`config.mk`:
```
export PLATFORM = sky130hd
export DESIGN_NAME = spf_port
export DESIGN_NICKNAME = d
export VERILOG_FILES = /design/src/hdl/spf_pkg.sv /design/src/hdl/spf_port.sv
export SDC_FILE = /design/constraint.sdc
export NUM_CORES = 1
export LEC_CHECK = 0
export BUFFER_PORTS_ARGS = -buffer_cell sky130_fd_sc_hd__buf_2
export CORE_MARGIN = 5
export CORE_UTILIZATION = 38
export CTS_BUF_LIST = sky130_fd_sc_hd__clkbuf_16
export DETAILED_ROUTE_END_ITERATION = 12
export GPL_TIMING_DRIVEN = 0
export SLEW_MARGIN = 20
export SYNTH_ARGS = -nofsm -noshare
export SYNTH_HDL_FRONTEND = slang
export SYNTH_SLANG_ARGS = --single-unit
```
`constraint.sdc`:
```
create_clock -name core_clk -period 10.6 [get_ports core_clk]
set_clock_uncertainty 0.05 [all_clocks]
set_input_delay 2.12 -clock core_clk [delete_from_list [all_inputs] [get_ports core_clk]]
set_output_delay 2.12 -clock core_clk [all_outputs]
set_load 0.02 [all_outputs]
```
`src/hdl/spf_pkg.sv`:
```
package spf_pkg;
  // Register indices on the port bus
  localparam logic [3:0] REG_STAT  = 4'h0;
  localparam logic [3:0] REG_CON1  = 4'h1;
  localparam logic [3:0] REG_CON2  = 4'h2;
  localparam logic [3:0] REG_BUF   = 4'h3;
  // Status/control field positions
  localparam int STAT_EN     = 15;
  localparam int STAT_SIDL   = 13;
  localparam int STAT_BEC    = 8;
  localparam int STAT_SHIFTER_EMPTY  = 7;
  localparam int STAT_ROV    = 6;
  localparam int STAT_RXMPT  = 5;
  localparam int STAT_IRQ_CONDITION_SELECT  = 2;
  localparam int STAT_TBF    = 1;
  localparam int STAT_RBF    = 0;
  // Control one field positions
  localparam int CON1_DISSDO = 11;
  localparam int CON1_M16    = 10;
  localparam int CON1_SMP    = 9;
  localparam int CON1_CKE    = 8;
  localparam int CON1_SELECT_PIN_ENABLE   = 7;
  localparam int CON1_CKP    = 6;
  localparam int CON1_MST    = 5;
  // Control two field positions
  localparam int CON2_FRM    = 15;
  localparam int CON2_FSD    = 14;
  localparam int CON2_FPOL   = 13;
  localparam int CON2_FEDGE  = 1;
  localparam int CON2_BEN    = 0;
  // Buffer depths and levels
  localparam logic [3:0] FIFO_DEPTH = 4'h8;
  localparam logic [3:0] STD_DEPTH  = 4'h1;
  localparam logic [3:0] RX_3Q_LVL  = 4'h6;
  localparam logic [4:0] BITS_WORD  = 5'h10;
  localparam logic [4:0] BITS_BYTE  = 5'h08;
  // Master shift clock timing
  localparam int CLK_NS      = 5;
  localparam int SCK_HALF_NS = 20;
  localparam logic [2:0] SCK_HALF_CYC = 3'(SCK_HALF_NS / CLK_NS);
  // Interrupt condition encodings
  localparam logic [2:0] IRQ_TX_FULL  = 3'h7;
  localparam logic [2:0] IRQ_TX_EMPTY = 3'h6;
  localparam logic [2:0] IRQ_TX_DONE  = 3'h5;
  localparam logic [2:0] IRQ_TX_SLOT  = 3'h4;
  localparam logic [2:0] IRQ_RX_FULL  = 3'h3;
  localparam logic [2:0] IRQ_RX_3Q    = 3'h2;
  localparam logic [2:0] IRQ_RX_AVAIL = 3'h1;
  localparam logic [2:0] IRQ_RX_DRAIN = 3'h0;
  // Synchroniser bit positions
  localparam int PIN_SCK = 0;
  localparam int PIN_SDI = 1;
  localparam int PIN_SS  = 2;
  // Shifter states
  typedef enum logic [2:0] {
    ST_IDLE  = 3'h1,
    ST_FRAME = 3'h2,
    ST_SHIFT = 3'h4
  } spf_state_t;
endpackage

```
`src/hdl/spf_port.sv`:
```
// Implementation choices: the plain strobed port and the register addresses.
`timescale 1ns/1ps
// What this block does
// - One buffer standard; eight-entry FIFO enhanced
// - Supports 4-pin, 3-pin and 2-pin use
// - Framed mode in master and slave roles
// - Master starts transfer on buffer write
// - Enable bit drives pins; clear disables port
// - Idle-stop bit freezes port in idle
// - Element count: pending or unread words
// - Shifter-empty flag reads shifter idle
// - Overflow discards word, flag sticky until cleared
// - Receive-empty flag reads empty receive FIFO
// - Transmit interrupt conditions 111 to 100
// - Receive interrupt conditions 011 to 000
// - Transmit-full sets on last slot, clears on free
// - Receive-full sets on last slot, clears on read
// - Word-width bit picks 16 or 8 bits
// - Polarity bit sets idle clock level
module spf_port (
  input  wire logic        core_clk,
  input  wire logic        resetn,
  input  wire logic [3:0]  regAddr,
  input  wire logic [15:0] regWdata,
  input  wire logic        regWr,
  input  wire logic        regRd,
  output logic      [15:0] regRdata,
  input  wire logic        idleMode,
  input  wire logic        sckIn,
  output logic             sckOut,
  output logic             sckOe,
  input  wire logic        sdiIn,
  output logic             sdoOut,
  output logic             sdoOe,
  input  wire logic        ssIn,
  output logic             ssOut,
  output logic             ssOe,
  output logic             portIrqFlag
);
  import spf_pkg::*;

  // Configuration bits
  logic enR, enNxt, sidlR, sidlNxt, rovR, rovNxt;
  logic [2:0] siselR, siselNxt;
  logic m16R, m16Nxt, smpR, smpNxt, ckeR, ckeNxt, ssenR, ssenNxt;
  logic ckpR, ckpNxt, mstR, mstNxt, dissdoR, dissdoNxt;
  logic frmR, frmNxt, fsdR, fsdNxt, fpolR, fpolNxt, fedgeR, fedgeNxt, benR, benNxt;
  // FIFO storage and pointers
  logic [15:0] txMem [8];
  logic [15:0] rxMem [8];
  logic [2:0]  txWpR, txWpNxt, txRpR, txRpNxt, rxWpR, rxWpNxt, rxRpR, rxRpNxt;
  logic [3:0]  txCntR, txCntNxt, rxCntR, rxCntNxt;
  // Shifter and pins
  spf_state_t  stR, stNxt;
  logic [15:0] shR, shNxt, rxData, shIn;
  logic [4:0]  bitR, bitNxt, bitAfter, bits;
  logic [2:0]  divR, divNxt;
  logic [1:0]  frmCntR, frmCntNxt;
  logic        sckR, sckNxt, sdoR, sdoNxt, ssR, ssNxt;
  logic        sckOeR, sckOeNxt, sdoOeR, sdoOeNxt, ssOeR, ssOeNxt;
  logic        irqR, irqNxt, condPrevR, cond;
  logic [15:0] rdataR, rdataNxt;
  // Synchronisers: A is first stage, B second, P the edge history
  logic [2:0]  syncA_r, syncB_r, prev_r;
  // Per-cycle events
  logic run, txFull, rxFull, txPush, txPop, rxPush, rxPop, doneEv, loadEv;
  logic tick, edgeEv, newSck, lead, trail, sample, change, sel, frameIn, frameOut, start;
  logic [3:0] cap;

  // Pin synchronisers, two flops plus an edge-history flop per pin
  genvar gi;
  generate
    for (gi = 0; gi < 3; gi++) begin : g_sync
      always_ff @(posedge core_clk or negedge resetn) begin
        if (!resetn) begin
          // Start at the pin's idle level; select idles high, so no false edge
          syncA_r[gi] <= (gi == PIN_SS);
          syncB_r[gi] <= (gi == PIN_SS);
          prev_r[gi]  <= (gi == PIN_SS);
        end else begin
          syncA_r[gi] <= (gi == PIN_SCK) ? sckIn : (gi == PIN_SDI) ? sdiIn : ssIn;
          syncB_r[gi] <= syncA_r[gi];
          prev_r[gi]  <= syncB_r[gi];
        end
      end
    end
  endgenerate

  // FIFO storage writes
  always_ff @(posedge core_clk) begin
    if (txPush) txMem[txWpR] <= regWdata;
    if (rxPush) rxMem[rxWpR] <= rxData;
  end

  // Next-state logic for registers, FIFOs and the shifter
  always_comb begin
    {enNxt, sidlNxt, rovNxt, siselNxt} = {enR, sidlR, rovR, siselR};
    {m16Nxt, smpNxt, ckeNxt, ssenNxt, ckpNxt, mstNxt, dissdoNxt} = {m16R, smpR, ckeR, ssenR, ckpR, mstR, dissdoR};
    {frmNxt, fsdNxt, fpolNxt, fedgeNxt, benNxt} = {frmR, fsdR, fpolR, fedgeR, benR};
    {txWpNxt, txRpNxt, rxWpNxt, rxRpNxt} = {txWpR, txRpR, rxWpR, rxRpR};
    {stNxt, shNxt, bitNxt, divNxt, frmCntNxt} = {stR, shR, bitR, divR, frmCntR};
    {sckNxt, sdoNxt, ssNxt} = {sckR, sdoR, ssR};
    {txPush, txPop, rxPush, rxPop, doneEv, loadEv, start} = 7'h00;
    rdataNxt = 16'h0000;
    run      = enR && !(sidlR && idleMode);
    cap      = benR ? FIFO_DEPTH : STD_DEPTH;
    txFull   = txCntR >= cap;
    rxFull   = rxCntR >= cap;
    bits     = m16R ? BITS_WORD : BITS_BYTE;
    frameOut = frmR && !fsdR;
    sel      = !ssenR || !syncB_r[PIN_SS];
    frameIn  = (syncB_r[PIN_SS] == fpolR) && (prev_r[PIN_SS] != fpolR);
    // Clock edges: own divider in master role, synchronised pin in slave role
    tick     = divR == SCK_HALF_CYC - 3'h1;
    edgeEv   = mstR ? tick : (syncB_r[PIN_SCK] != prev_r[PIN_SCK]);
    newSck   = mstR ? ~sckR : syncB_r[PIN_SCK];
    lead     = edgeEv && (newSck != ckpR);
    trail    = edgeEv && (newSck == ckpR);
    sample   = (stR == ST_SHIFT) && (ckeR ? lead : trail);
    change   = (stR == ST_SHIFT) && (ckeR ? trail : lead);
    shIn     = sample ? {shR[14:0], syncB_r[PIN_SDI]} : shR; // Word as it stands after this edge
    bitAfter = sample ? bitR + 5'h01 : bitR;
    rxData   = m16R ? shIn : {8'h00, shIn[7:0]};
    // Register writes
    if (regWr) begin
      case (regAddr)
        REG_STAT: begin
          enNxt    = regWdata[STAT_EN];
          sidlNxt  = regWdata[STAT_SIDL];
          siselNxt = regWdata[STAT_IRQ_CONDITION_SELECT +: 3];
          if (!regWdata[STAT_ROV]) rovNxt = 1'b0;
        end
        REG_CON1: begin
          {dissdoNxt, m16Nxt, smpNxt, ckeNxt} = regWdata[CON1_DISSDO -: 4];
          {ssenNxt, ckpNxt, mstNxt} = regWdata[CON1_SELECT_PIN_ENABLE -: 3];
        end
        REG_CON2: begin
          {frmNxt, fsdNxt, fpolNxt} = regWdata[CON2_FRM -: 3];
          {fedgeNxt, benNxt} = regWdata[CON2_FEDGE -: 2];
        end
        REG_BUF: txPush = enR && !txFull;
        default: ; // Unmapped writes ignored
      endcase
    end
    // Register reads, answered in the next cycle only
    if (regRd) begin
      case (regAddr)
        REG_STAT: begin
          rdataNxt[STAT_EN]        = enR;
          rdataNxt[STAT_SIDL]      = sidlR;
          rdataNxt[STAT_BEC +: 3]  = mstR ? txCntR[2:0] : rxCntR[2:0];
          rdataNxt[STAT_SHIFTER_EMPTY]     = stR == ST_IDLE;
          rdataNxt[STAT_ROV]       = rovR;
          rdataNxt[STAT_RXMPT]     = rxCntR == 4'h0;
          rdataNxt[STAT_IRQ_CONDITION_SELECT +: 3] = siselR;
          rdataNxt[STAT_TBF]       = txFull;
          rdataNxt[STAT_RBF]       = rxFull;
        end
        REG_CON1: begin
          rdataNxt[CON1_DISSDO -: 4] = {dissdoR, m16R, smpR, ckeR};
          rdataNxt[CON1_SELECT_PIN_ENABLE -: 3]   = {ssenR, ckpR, mstR};
        end
        REG_CON2: begin
          rdataNxt[CON2_FRM -: 3]   = {frmR, fsdR, fpolR};
          rdataNxt[CON2_FEDGE -: 2] = {fedgeR, benR};
        end
        REG_BUF: begin
          rdataNxt = rxMem[rxRpR];
          rxPop    = rxCntR != 4'h0;
        end
        default: ; // Unmapped reads return zero
      endcase
    end
    // Shifter sequencing, frozen while not running
    if (run) begin
      case (stR)
        ST_IDLE: begin
          divNxt = 3'h0;
          sckNxt = ckpR;
          start = mstR ? (txCntR != 4'h0) && (!(frmR && fsdR) || frameIn)
                       : frmR ? (fsdR ? frameIn : (txCntR != 4'h0)) : sel;
          if (start) begin
            shNxt     = (txCntR != 4'h0) ? txMem[txRpR] : 16'h0000;
            txPop     = txCntR != 4'h0;
            loadEv    = txPop;
            sdoNxt    = m16R ? shNxt[15] : shNxt[7];
            bitNxt    = 5'h00;
            frmCntNxt = 2'h0;
            ssNxt     = frameOut ? fpolR : ~fpolR;
            stNxt     = (frameOut && !fedgeR) ? ST_FRAME : ST_SHIFT;
          end
        end
        ST_FRAME: begin
          // Frame pulse stands for one bit time before the first clock
          divNxt = tick ? 3'h0 : divR + 3'h1;
          if (tick) begin
            frmCntNxt = frmCntR + 2'h1;
            if (frmCntR == 2'h1) begin
              ssNxt = ~fpolR;
              stNxt = ST_SHIFT;
            end
          end
        end
        ST_SHIFT: begin
          if (!mstR && !frmR && !sel) begin
            stNxt = ST_IDLE;
          end else begin
            if (mstR) begin
              divNxt = tick ? 3'h0 : divR + 3'h1;
              sckNxt = tick ? ~sckR : sckR;
            end
            if (trail && frameOut) ssNxt = ~fpolR;
            if (sample) begin
              shNxt  = shIn;
              bitNxt = bitAfter;
            end
            if (change) sdoNxt = m16R ? shR[15] : shR[7];
            if (mstR ? (trail && bitAfter == bits) : (sample && bitAfter == bits)) begin
              doneEv = 1'b1;
              stNxt  = ST_IDLE;
              rovNxt = rovNxt || (rxFull && !rxPop);
              rxPush = !(rxFull && !rxPop);
            end
          end
        end
        default: stNxt = ST_IDLE;
      endcase
    end
    // Pointers and counts
    txWpNxt  = txWpR + {2'h0, txPush};
    txRpNxt  = txRpR + {2'h0, txPop};
    rxWpNxt  = rxWpR + {2'h0, rxPush};
    rxRpNxt  = rxRpR + {2'h0, rxPop};
    txCntNxt = txCntR + {3'h0, txPush} - {3'h0, txPop};
    rxCntNxt = rxCntR + {3'h0, rxPush} - {3'h0, rxPop};
    // Disabled port holds pointers, counts and state cleared, clock and select at their idle levels
    if (!enR) begin
      {txWpNxt, txRpNxt, rxWpNxt, rxRpNxt} = 12'h000;
      {txCntNxt, rxCntNxt} = 8'h00;
      stNxt  = ST_IDLE;
      sckNxt = ckpR;
      ssNxt  = ~fpolR;
    end
    // Interrupt condition: level or event chosen by the select field
    case (siselR)
      IRQ_TX_FULL:  cond = txCntNxt >= cap;
      IRQ_TX_EMPTY: cond = loadEv && txCntNxt == 4'h0;
      IRQ_TX_DONE:  cond = doneEv;
      IRQ_TX_SLOT:  cond = loadEv;
      IRQ_RX_FULL:  cond = rxCntNxt >= cap;
      IRQ_RX_3Q:    cond = rxCntNxt >= RX_3Q_LVL;
      IRQ_RX_AVAIL: cond = rxCntNxt != 4'h0;
      IRQ_RX_DRAIN: cond = rxPop && rxCntNxt == 4'h0;
      default:      cond = 1'b0;
    endcase
    irqNxt   = benR ? (cond && !condPrevR) : doneEv;
    sckOeNxt = enR && mstR;
    sdoOeNxt = enR && !dissdoR;
    ssOeNxt  = enR && frameOut;
  end

  // State registers
  always_ff @(posedge core_clk or negedge resetn) begin
    if (!resetn) begin
      {enR, sidlR, rovR, siselR} <= 6'h00;
      {m16R, smpR, ckeR, ssenR, ckpR, mstR, dissdoR} <= 7'h00;
      {frmR, fsdR, fpolR, fedgeR, benR} <= 5'h00;
      {txWpR, txRpR, rxWpR, rxRpR} <= 12'h000;
      {txCntR, rxCntR} <= 8'h00;
      stR     <= ST_IDLE;
      shR     <= 16'h0000;
      {bitR, divR, frmCntR} <= 10'h000;
      {sckR, sdoR} <= 2'h0;
      ssR     <= 1'b1;
      {sckOeR, sdoOeR, ssOeR, irqR, condPrevR} <= 5'h00;
      rdataR  <= 16'h0000;
    end else begin
      {enR, sidlR, rovR, siselR} <= {enNxt, sidlNxt, rovNxt, siselNxt};
      {m16R, smpR, ckeR, ssenR, ckpR, mstR, dissdoR} <= {m16Nxt, smpNxt, ckeNxt, ssenNxt, ckpNxt, mstNxt, dissdoNxt};
      {frmR, fsdR, fpolR, fedgeR, benR} <= {frmNxt, fsdNxt, fpolNxt, fedgeNxt, benNxt};
      {txWpR, txRpR, rxWpR, rxRpR} <= {txWpNxt, txRpNxt, rxWpNxt, rxRpNxt};
      {txCntR, rxCntR} <= {txCntNxt, rxCntNxt};
      stR     <= stNxt;
      shR     <= shNxt;
      {bitR, divR, frmCntR} <= {bitNxt, divNxt, frmCntNxt};
      {sckR, sdoR, ssR} <= {sckNxt, sdoNxt, ssNxt};
      {sckOeR, sdoOeR, ssOeR} <= {sckOeNxt, sdoOeNxt, ssOeNxt};
      {irqR, condPrevR} <= {irqNxt, cond};
      rdataR  <= rdataNxt;
    end
  end

  // Outputs straight from flops
  assign regRdata    = rdataR;
  assign sckOut      = sckR;
  assign sdoOut      = sdoR;
  assign ssOut       = ssR;
  assign sckOe       = sckOeR;
  assign sdoOe       = sdoOeR;
  assign ssOe        = ssOeR;
  assign portIrqFlag = irqR;
endmodule
```
==> results of run 1 <==
==> through the flow <==
step,instances,utilization (%)
after floorplan,962,-
after global placement,1536,40.5
after detailed placement,1563,41.4
after CTS,1625,44.3
after global routing,1625,44.3
final,1627,44.3
==> where the power goes <==
part	switching, W	internal [W]
clock network	0.000503	0.000707
logic	0.000219	0.000119
registers	0.0000462	0.00153
==> critical path: cells and delay by family <==
family / cells / cell delay (ns)
fa+ha+maj: 3 / 0.81
simple gates: 5 / 1.68
buf+inv: 4 / 0.42
compound gates: 7 / 1.25
xor+xnor: 1 / 0.32
==> synthesized netlist by cell type, types with 11 or more instances <==
cell and n:
inv_1 28, and2_1 24, nor3_1 30, a221o_1 14, mux2i_1 30, ha_1 29, nand3_1 11, clkbuf_1 33
edfxtp_1 256, nand2_1 77, nor2_1 42, a21oi_1 30, dfrtp_1 94, mux4_2 64, o21ai_0 25, mux2_2 25
==> state kept, by name (all words and copies together), names as in the netlist, 4 cells and up <==
signal    flops
rxMem       128
txMem       128
shR          16
bitR          5
regRdata     16
rxCntR        4
txCntR        4
==> cell families after synthesis <==
kind of cell / Yosys count / synth area share (%)
DFF: 355 / 67.1
and+or+nand+nor: 238 / 8.11
AOI/OAI and AO/OA: 131 / 6.11
muxes: 119 / 13.3
buffers and inverters: 76 / 1.98
adders and majority gates: 31 / 2.66
xor gates and xnor gates: 12 / 0.693
==> path summary, 6_finish.rpt <==
check                           depth (start not counted)  slack (ns)  startpoint     endpoint
min in group asynchronous                               1        1.42      resetn        sdoOe
max in group asynchronous                               2        8.38      resetn       stR[0]
worst max-delay path                                   20        4.33  regAddr[3]  portIrqFlag
worst max register to register                         21        5.17     divR[0]  portIrqFlag
worst min-delay path                                    0        0.30  syncA_r[0]   syncB_r[0]
worst min register to register                          0        0.30  syncA_r[0]   syncB_r[0]
==> metal layers <==
layer	part of all wire, %	track usage, %	vias to the layer above
met2	48	25.2	276
met1	44	22.4	4441
met3	6.3	2.81	37
li1	-	-	3962
met5	0.020	0	-
met4	1.5	3.31	2
==> layout make-up <==
class / count / area [um^2]
well taps: 525 / 657
diodes: 2 / 5.00
multi-input cells: 531 / 4770
plain buffers: 48 / 195
flip-flops and latches: 355 / 10200
clock buffers: 39 / 976
inverters: 28 / 105
clock inverters: 23 / 145
fillers: 3500 / 22100
repair buffers: 76 / 533
==> flow_summary.yaml, run 1 <==
clock_tree:
  clockBufferDepth: 3
  cts_setup_buffers: 0
  cts_root_buf: "clkbuf_16"
  h-tree-depth: 2
  cts_tree: "done"
  numCtsBuffers: 37
  cts_resized: 0
  cts.sinks: 355
  cts_hold_buf: 0
  clk_latency_ns: 0.53
  clkTransAtPathRegs_ns: 0.06
logic_synthesis:
  yosysTopAreaCell: "edfxtp_1"
  netlist_instances: 962
  ys_ff_latch: 355
  synth_area_leaders: "edfxtp_1, dfrtp_1, mux4_2"
  yosysTopAreaCellShare_pct: 50.7
  synth_flop_cell: "edfxtp_1"
  syn_area_um2: 15200
  yosys_warnings: 0
  syn_nets: 1021
  synth_cell_type_count: 67
  synth_edf_count: 256
  synth-seq-area-share_pct: 67.1
  avgSynthCellArea_um2: 15.8
  async_flop_share_pct: 27.9
critical_path:
  endpoint_kind: "register"
  crit_chain: "buf_2 > or3b_1 > clkbuf_1 > nor3_1 > or2_2 > nand4_4 > ha_1 > inv_1 > ha_1 > a21o_1 > a21oi_1 > xor2_1 > and2_1 > ha_1 > inv_1 > a31oi_1 > o311ai_0 > o2111ai_1 > o41ai_1 > o31ai_1"
  cp.required_ns: 10.92
  critPathKind: "input port to register"
  start_kind: "input port"
  cpPeakStageDelay_ns: 0.60
  crit_slowest_cell: "nor3_1"
  crit_arrival_ns: 6.60
  crit_top_cell: "ha_1"
  worstPathMaxFanout: 10
placed_design:
  place.gp.congestion: 0.858
  placed_area_um2: 16400
  pre_cts_ws_ns: 3.95
  port_buffers: 49
  place_hpwl_um: 24900
timing:
  fin_setup_tns_ns: 0
  rsz0062_at_grt: "no"
  period_share_pct: 59.2
  layout_setup_ws_ns: 4.33
  setup_violations: 0
  period_needed_ns: 6.27
  hold_ws_ns: 0.297
  clock.fmax_ghz: 0.159
  slew_viol_final: 0
  slew_headroom_pct: 21.8
  timing_hold_violations_final: 0
  tightest_slew_ns: 1.16
floorplan:
  core_area_um2: 39600
  die_x_um: 210
  die_h_um: 210
  dieArea_um2: 44000
  io_pins: 51
  rows: 73
  initial_core_util_pct: 38.2
route:
  drtAntennaViolNets: 0
  avgRoutedWirePerCell_um: 21.2
  drt_iter0_markers: 658
  route.vias.total: 8718
  drt-pass1-iter-count: 9
  drc: 0
  vias_per_cell: 5.36
  routed_wirelength_um: 34500
power:
  power_w: 0.00313
  power.density_nw_per_um2: 178
  leakage_nw: 6.38
  ir_worst_vdd_mv: 0.153
min_path:
  hp-class: "register to register"
cells_and_area:
  mostFrequentLayoutCell: "edfxtp_1"
  drive_gt1_share_pct: 22.3
  area_growth_pct: 15.8
  fin_nets: 1136
  final_cell_mix: "edfxtp_1, dfrtp_1, nand2_1, mux4_2, buf_2"
  postLayoutCellArea_um2: 17600
grt:
  grt_usage_pct: 15.6
  overflow: 0
  first_global_vias: 8729
  grt_pass1_wl_um: 53100
  antenna_found_initial: 3
  grt_max_degree: 74
status:
  outcome: "finished clean"
job:
  max-cap-violations: 0
Note: power is estimated with default switching activity, not from simulation.
==> run 2: changes to the inputs <==
clock period = 5.1 ns   (was 10.6 ns; I/O delays follow)
==> flow_summary.yaml, run 2 (synthesized netlist as in run 1, its figures left out) <==
critical_path:
  r2r_cells: 18
  cp.required_ns: 5.44
  worstPathMaxFanout: 8
  critPathKind: "register to register"
  endpoint_kind: "register"
  crit_arrival_ns: 5.20
  start_kind: "register"
grt:
  antenna_found_initial: 3
  grt_usage_pct: 15.6
  grt_max_degree: 74
  grt_pass1_wl_um: 53100
  overflow: 0
  first_global_vias: 8730
clock_tree:
  cts.sinks: 355
  clockBufferDepth: 3
  clk_latency_ns: 0.53
  cts_tree: "done"
  h-tree-depth: 2
  cts_root_buf: "clkbuf_16"
  numCtsBuffers: 37
  clkTransAtPathRegs_ns: 0.06
floorplan:
  rows: 73
  io_pins: 51
  die_x_um: 210
  initial_core_util_pct: 38.2
  die_h_um: 210
  core_area_um2: 39600
  dieArea_um2: 44000
cells_and_area:
  drive_gt1_share_pct: 23.3
  mostFrequentLayoutCell: "edfxtp_1"
  postLayoutCellArea_um2: 17600
  area_growth_pct: 16.3
  top_regs: "rxMem (128), txMem (128)"
  final_cell_mix: "edfxtp_1, dfrtp_1, nand2_1, mux4_2, buf_2"
  fin_nets: 1143
route:
  routed_wirelength_um: 34600
  drtAntennaViolNets: 0
  drt-pass1-iter-count: 5
  drt_iter0_markers: 622
  avgRoutedWirePerCell_um: 21.2
  route.vias.total: 8692
  vias_per_cell: 5.32
  drc: 0
timing:
  period_share_pct: 95.2
  clock.fmax_ghz: 0.206
  fin_setup_tns_ns: 0
  slew_headroom_pct: 21.7
  setup_violations: 0
  tightest_slew_ns: 1.16
  slew_viol_final: 0
  timing_hold_violations_final: 0
  period_needed_ns: 4.86
  layout_setup_ws_ns: 0.243
job:
  max-cap-violations: 0
power:
  leakage_nw: 6.42
  power.density_nw_per_um2: 371
  ir_worst_vdd_mv: 0.318
placed_design:
  pre_cts_ws_ns: -0.450
  place_hpwl_um: 24900
  placed_area_um2: 16400
  place.gp.congestion: 0.858
  port_buffers: 49
min_path:
  holdPathStages: 0
  hp-class: "register to register"
status:
  outcome: "finished clean"
[run 2: cell count changes in the layout (fill, tap and decap cells not counted), sizes merged]
| cell | before | now |
|---|---|---|
| buf | 91 | 98 |
[run 2: through the flow]
| step | utilization [%] | hold slack [ns] | total power [W] | instances |
|---|---|---|---|---|
| 6_report | 44.5 | 0.297 | 0.00653 | 1634 |
| 5_1_grt | 44.4 | 0.307 | 0.00679 | 1632 |
| 4_1_cts | 44.3 | 0.298 | 0.00656 | 1626 |
| 3_5_place_dp | 41.4 | 0.285 | 0.00404 | 1563 |
| 3_3_place_gp | 40.5 | 0.287 | 0.00402 | 1536 |
| 2_1_floorplan | - | 0.281 | 0.00378 | 962 |
[run 2: per-layer routing]
| metal | vias up | global-route usage (%) | share of wire, % | wire length (um) |
|---|---|---|---|---|
| met5 | - | 0 | 0.020 | 7 |
| met2 | 236 | 25.2 | 48 | 16500 |
| li1 | 3984 | - | - | - |
| met1 | 4428 | 22.4 | 45 | 15600 |
| met3 | 42 | 2.81 | 5.7 | 1990 |
| met4 | 2 | 3.31 | 1.6 | 565 |
[run 2: worst paths after layout]
| path | startpoint | to | slack (ns) |
|---|---|---|---|
| min in group asynchronous | resetn | sdoOe | 0.32 |
| max in group asynchronous | resetn | stR[0] | 3.98 |
| setup reg to reg | ckpR | portIrqFlag | 0.24 |
| setup / recovery | ckpR | portIrqFlag | 0.24 |
| hold / removal | syncA_r[0] | syncB_r[0] | 0.30 |
| hold reg to reg | syncA_r[0] | syncB_r[0] | 0.30 |
[run 2: layout make-up]
class / count / area (um^2)
antenna: 2 / 5.00
buffer: 48 / 195
clock buffer: 39 / 976
clock inverter: 23 / 145
fill: 3504 / 22000
inverter: 28 / 105
multi-input combinational: 531 / 4780
sequential: 355 / 10200
tap: 525 / 657
timing repair buffer: 83 / 586
[run 2: report_power, final]
group | switching [W] | internal [W] | leakage (nW)
logic | 0.000467 | 0.000265 | 2.08
registers | 0.0000916 | 0.00319 | 3.73
clock network | 0.00105 | 0.00147 | 0.600
[run 2: repair_timing]
action | 4_1_cts | 5_1_grt
pin swaps | 1 | 4
endpoints found under the setup margin | 2 | 2
hold buffers | 0 | 0
setup buffers | 1 | 6
resized for setup | 1 | 6
[run 2: worst max-delay path: stages, from the launching register on]
cell,delay [ns]
dfrtp_1,0.35
buf_2,0.17
xor2_1,0.16
or3_4,0.34
and3_1,0.18
buf_6,0.13
a2111o_1,0.42
a211oi_4,0.35
nand4_4,0.15
ha_1,0.30
inv_1,0.04
ha_1,0.20
fa_1,0.38
xor2_1,0.20
or3_1,0.35
o311a_1,0.29
o2111ai_1,0.17
o41ai_1,0.13
o31ai_1,0.36
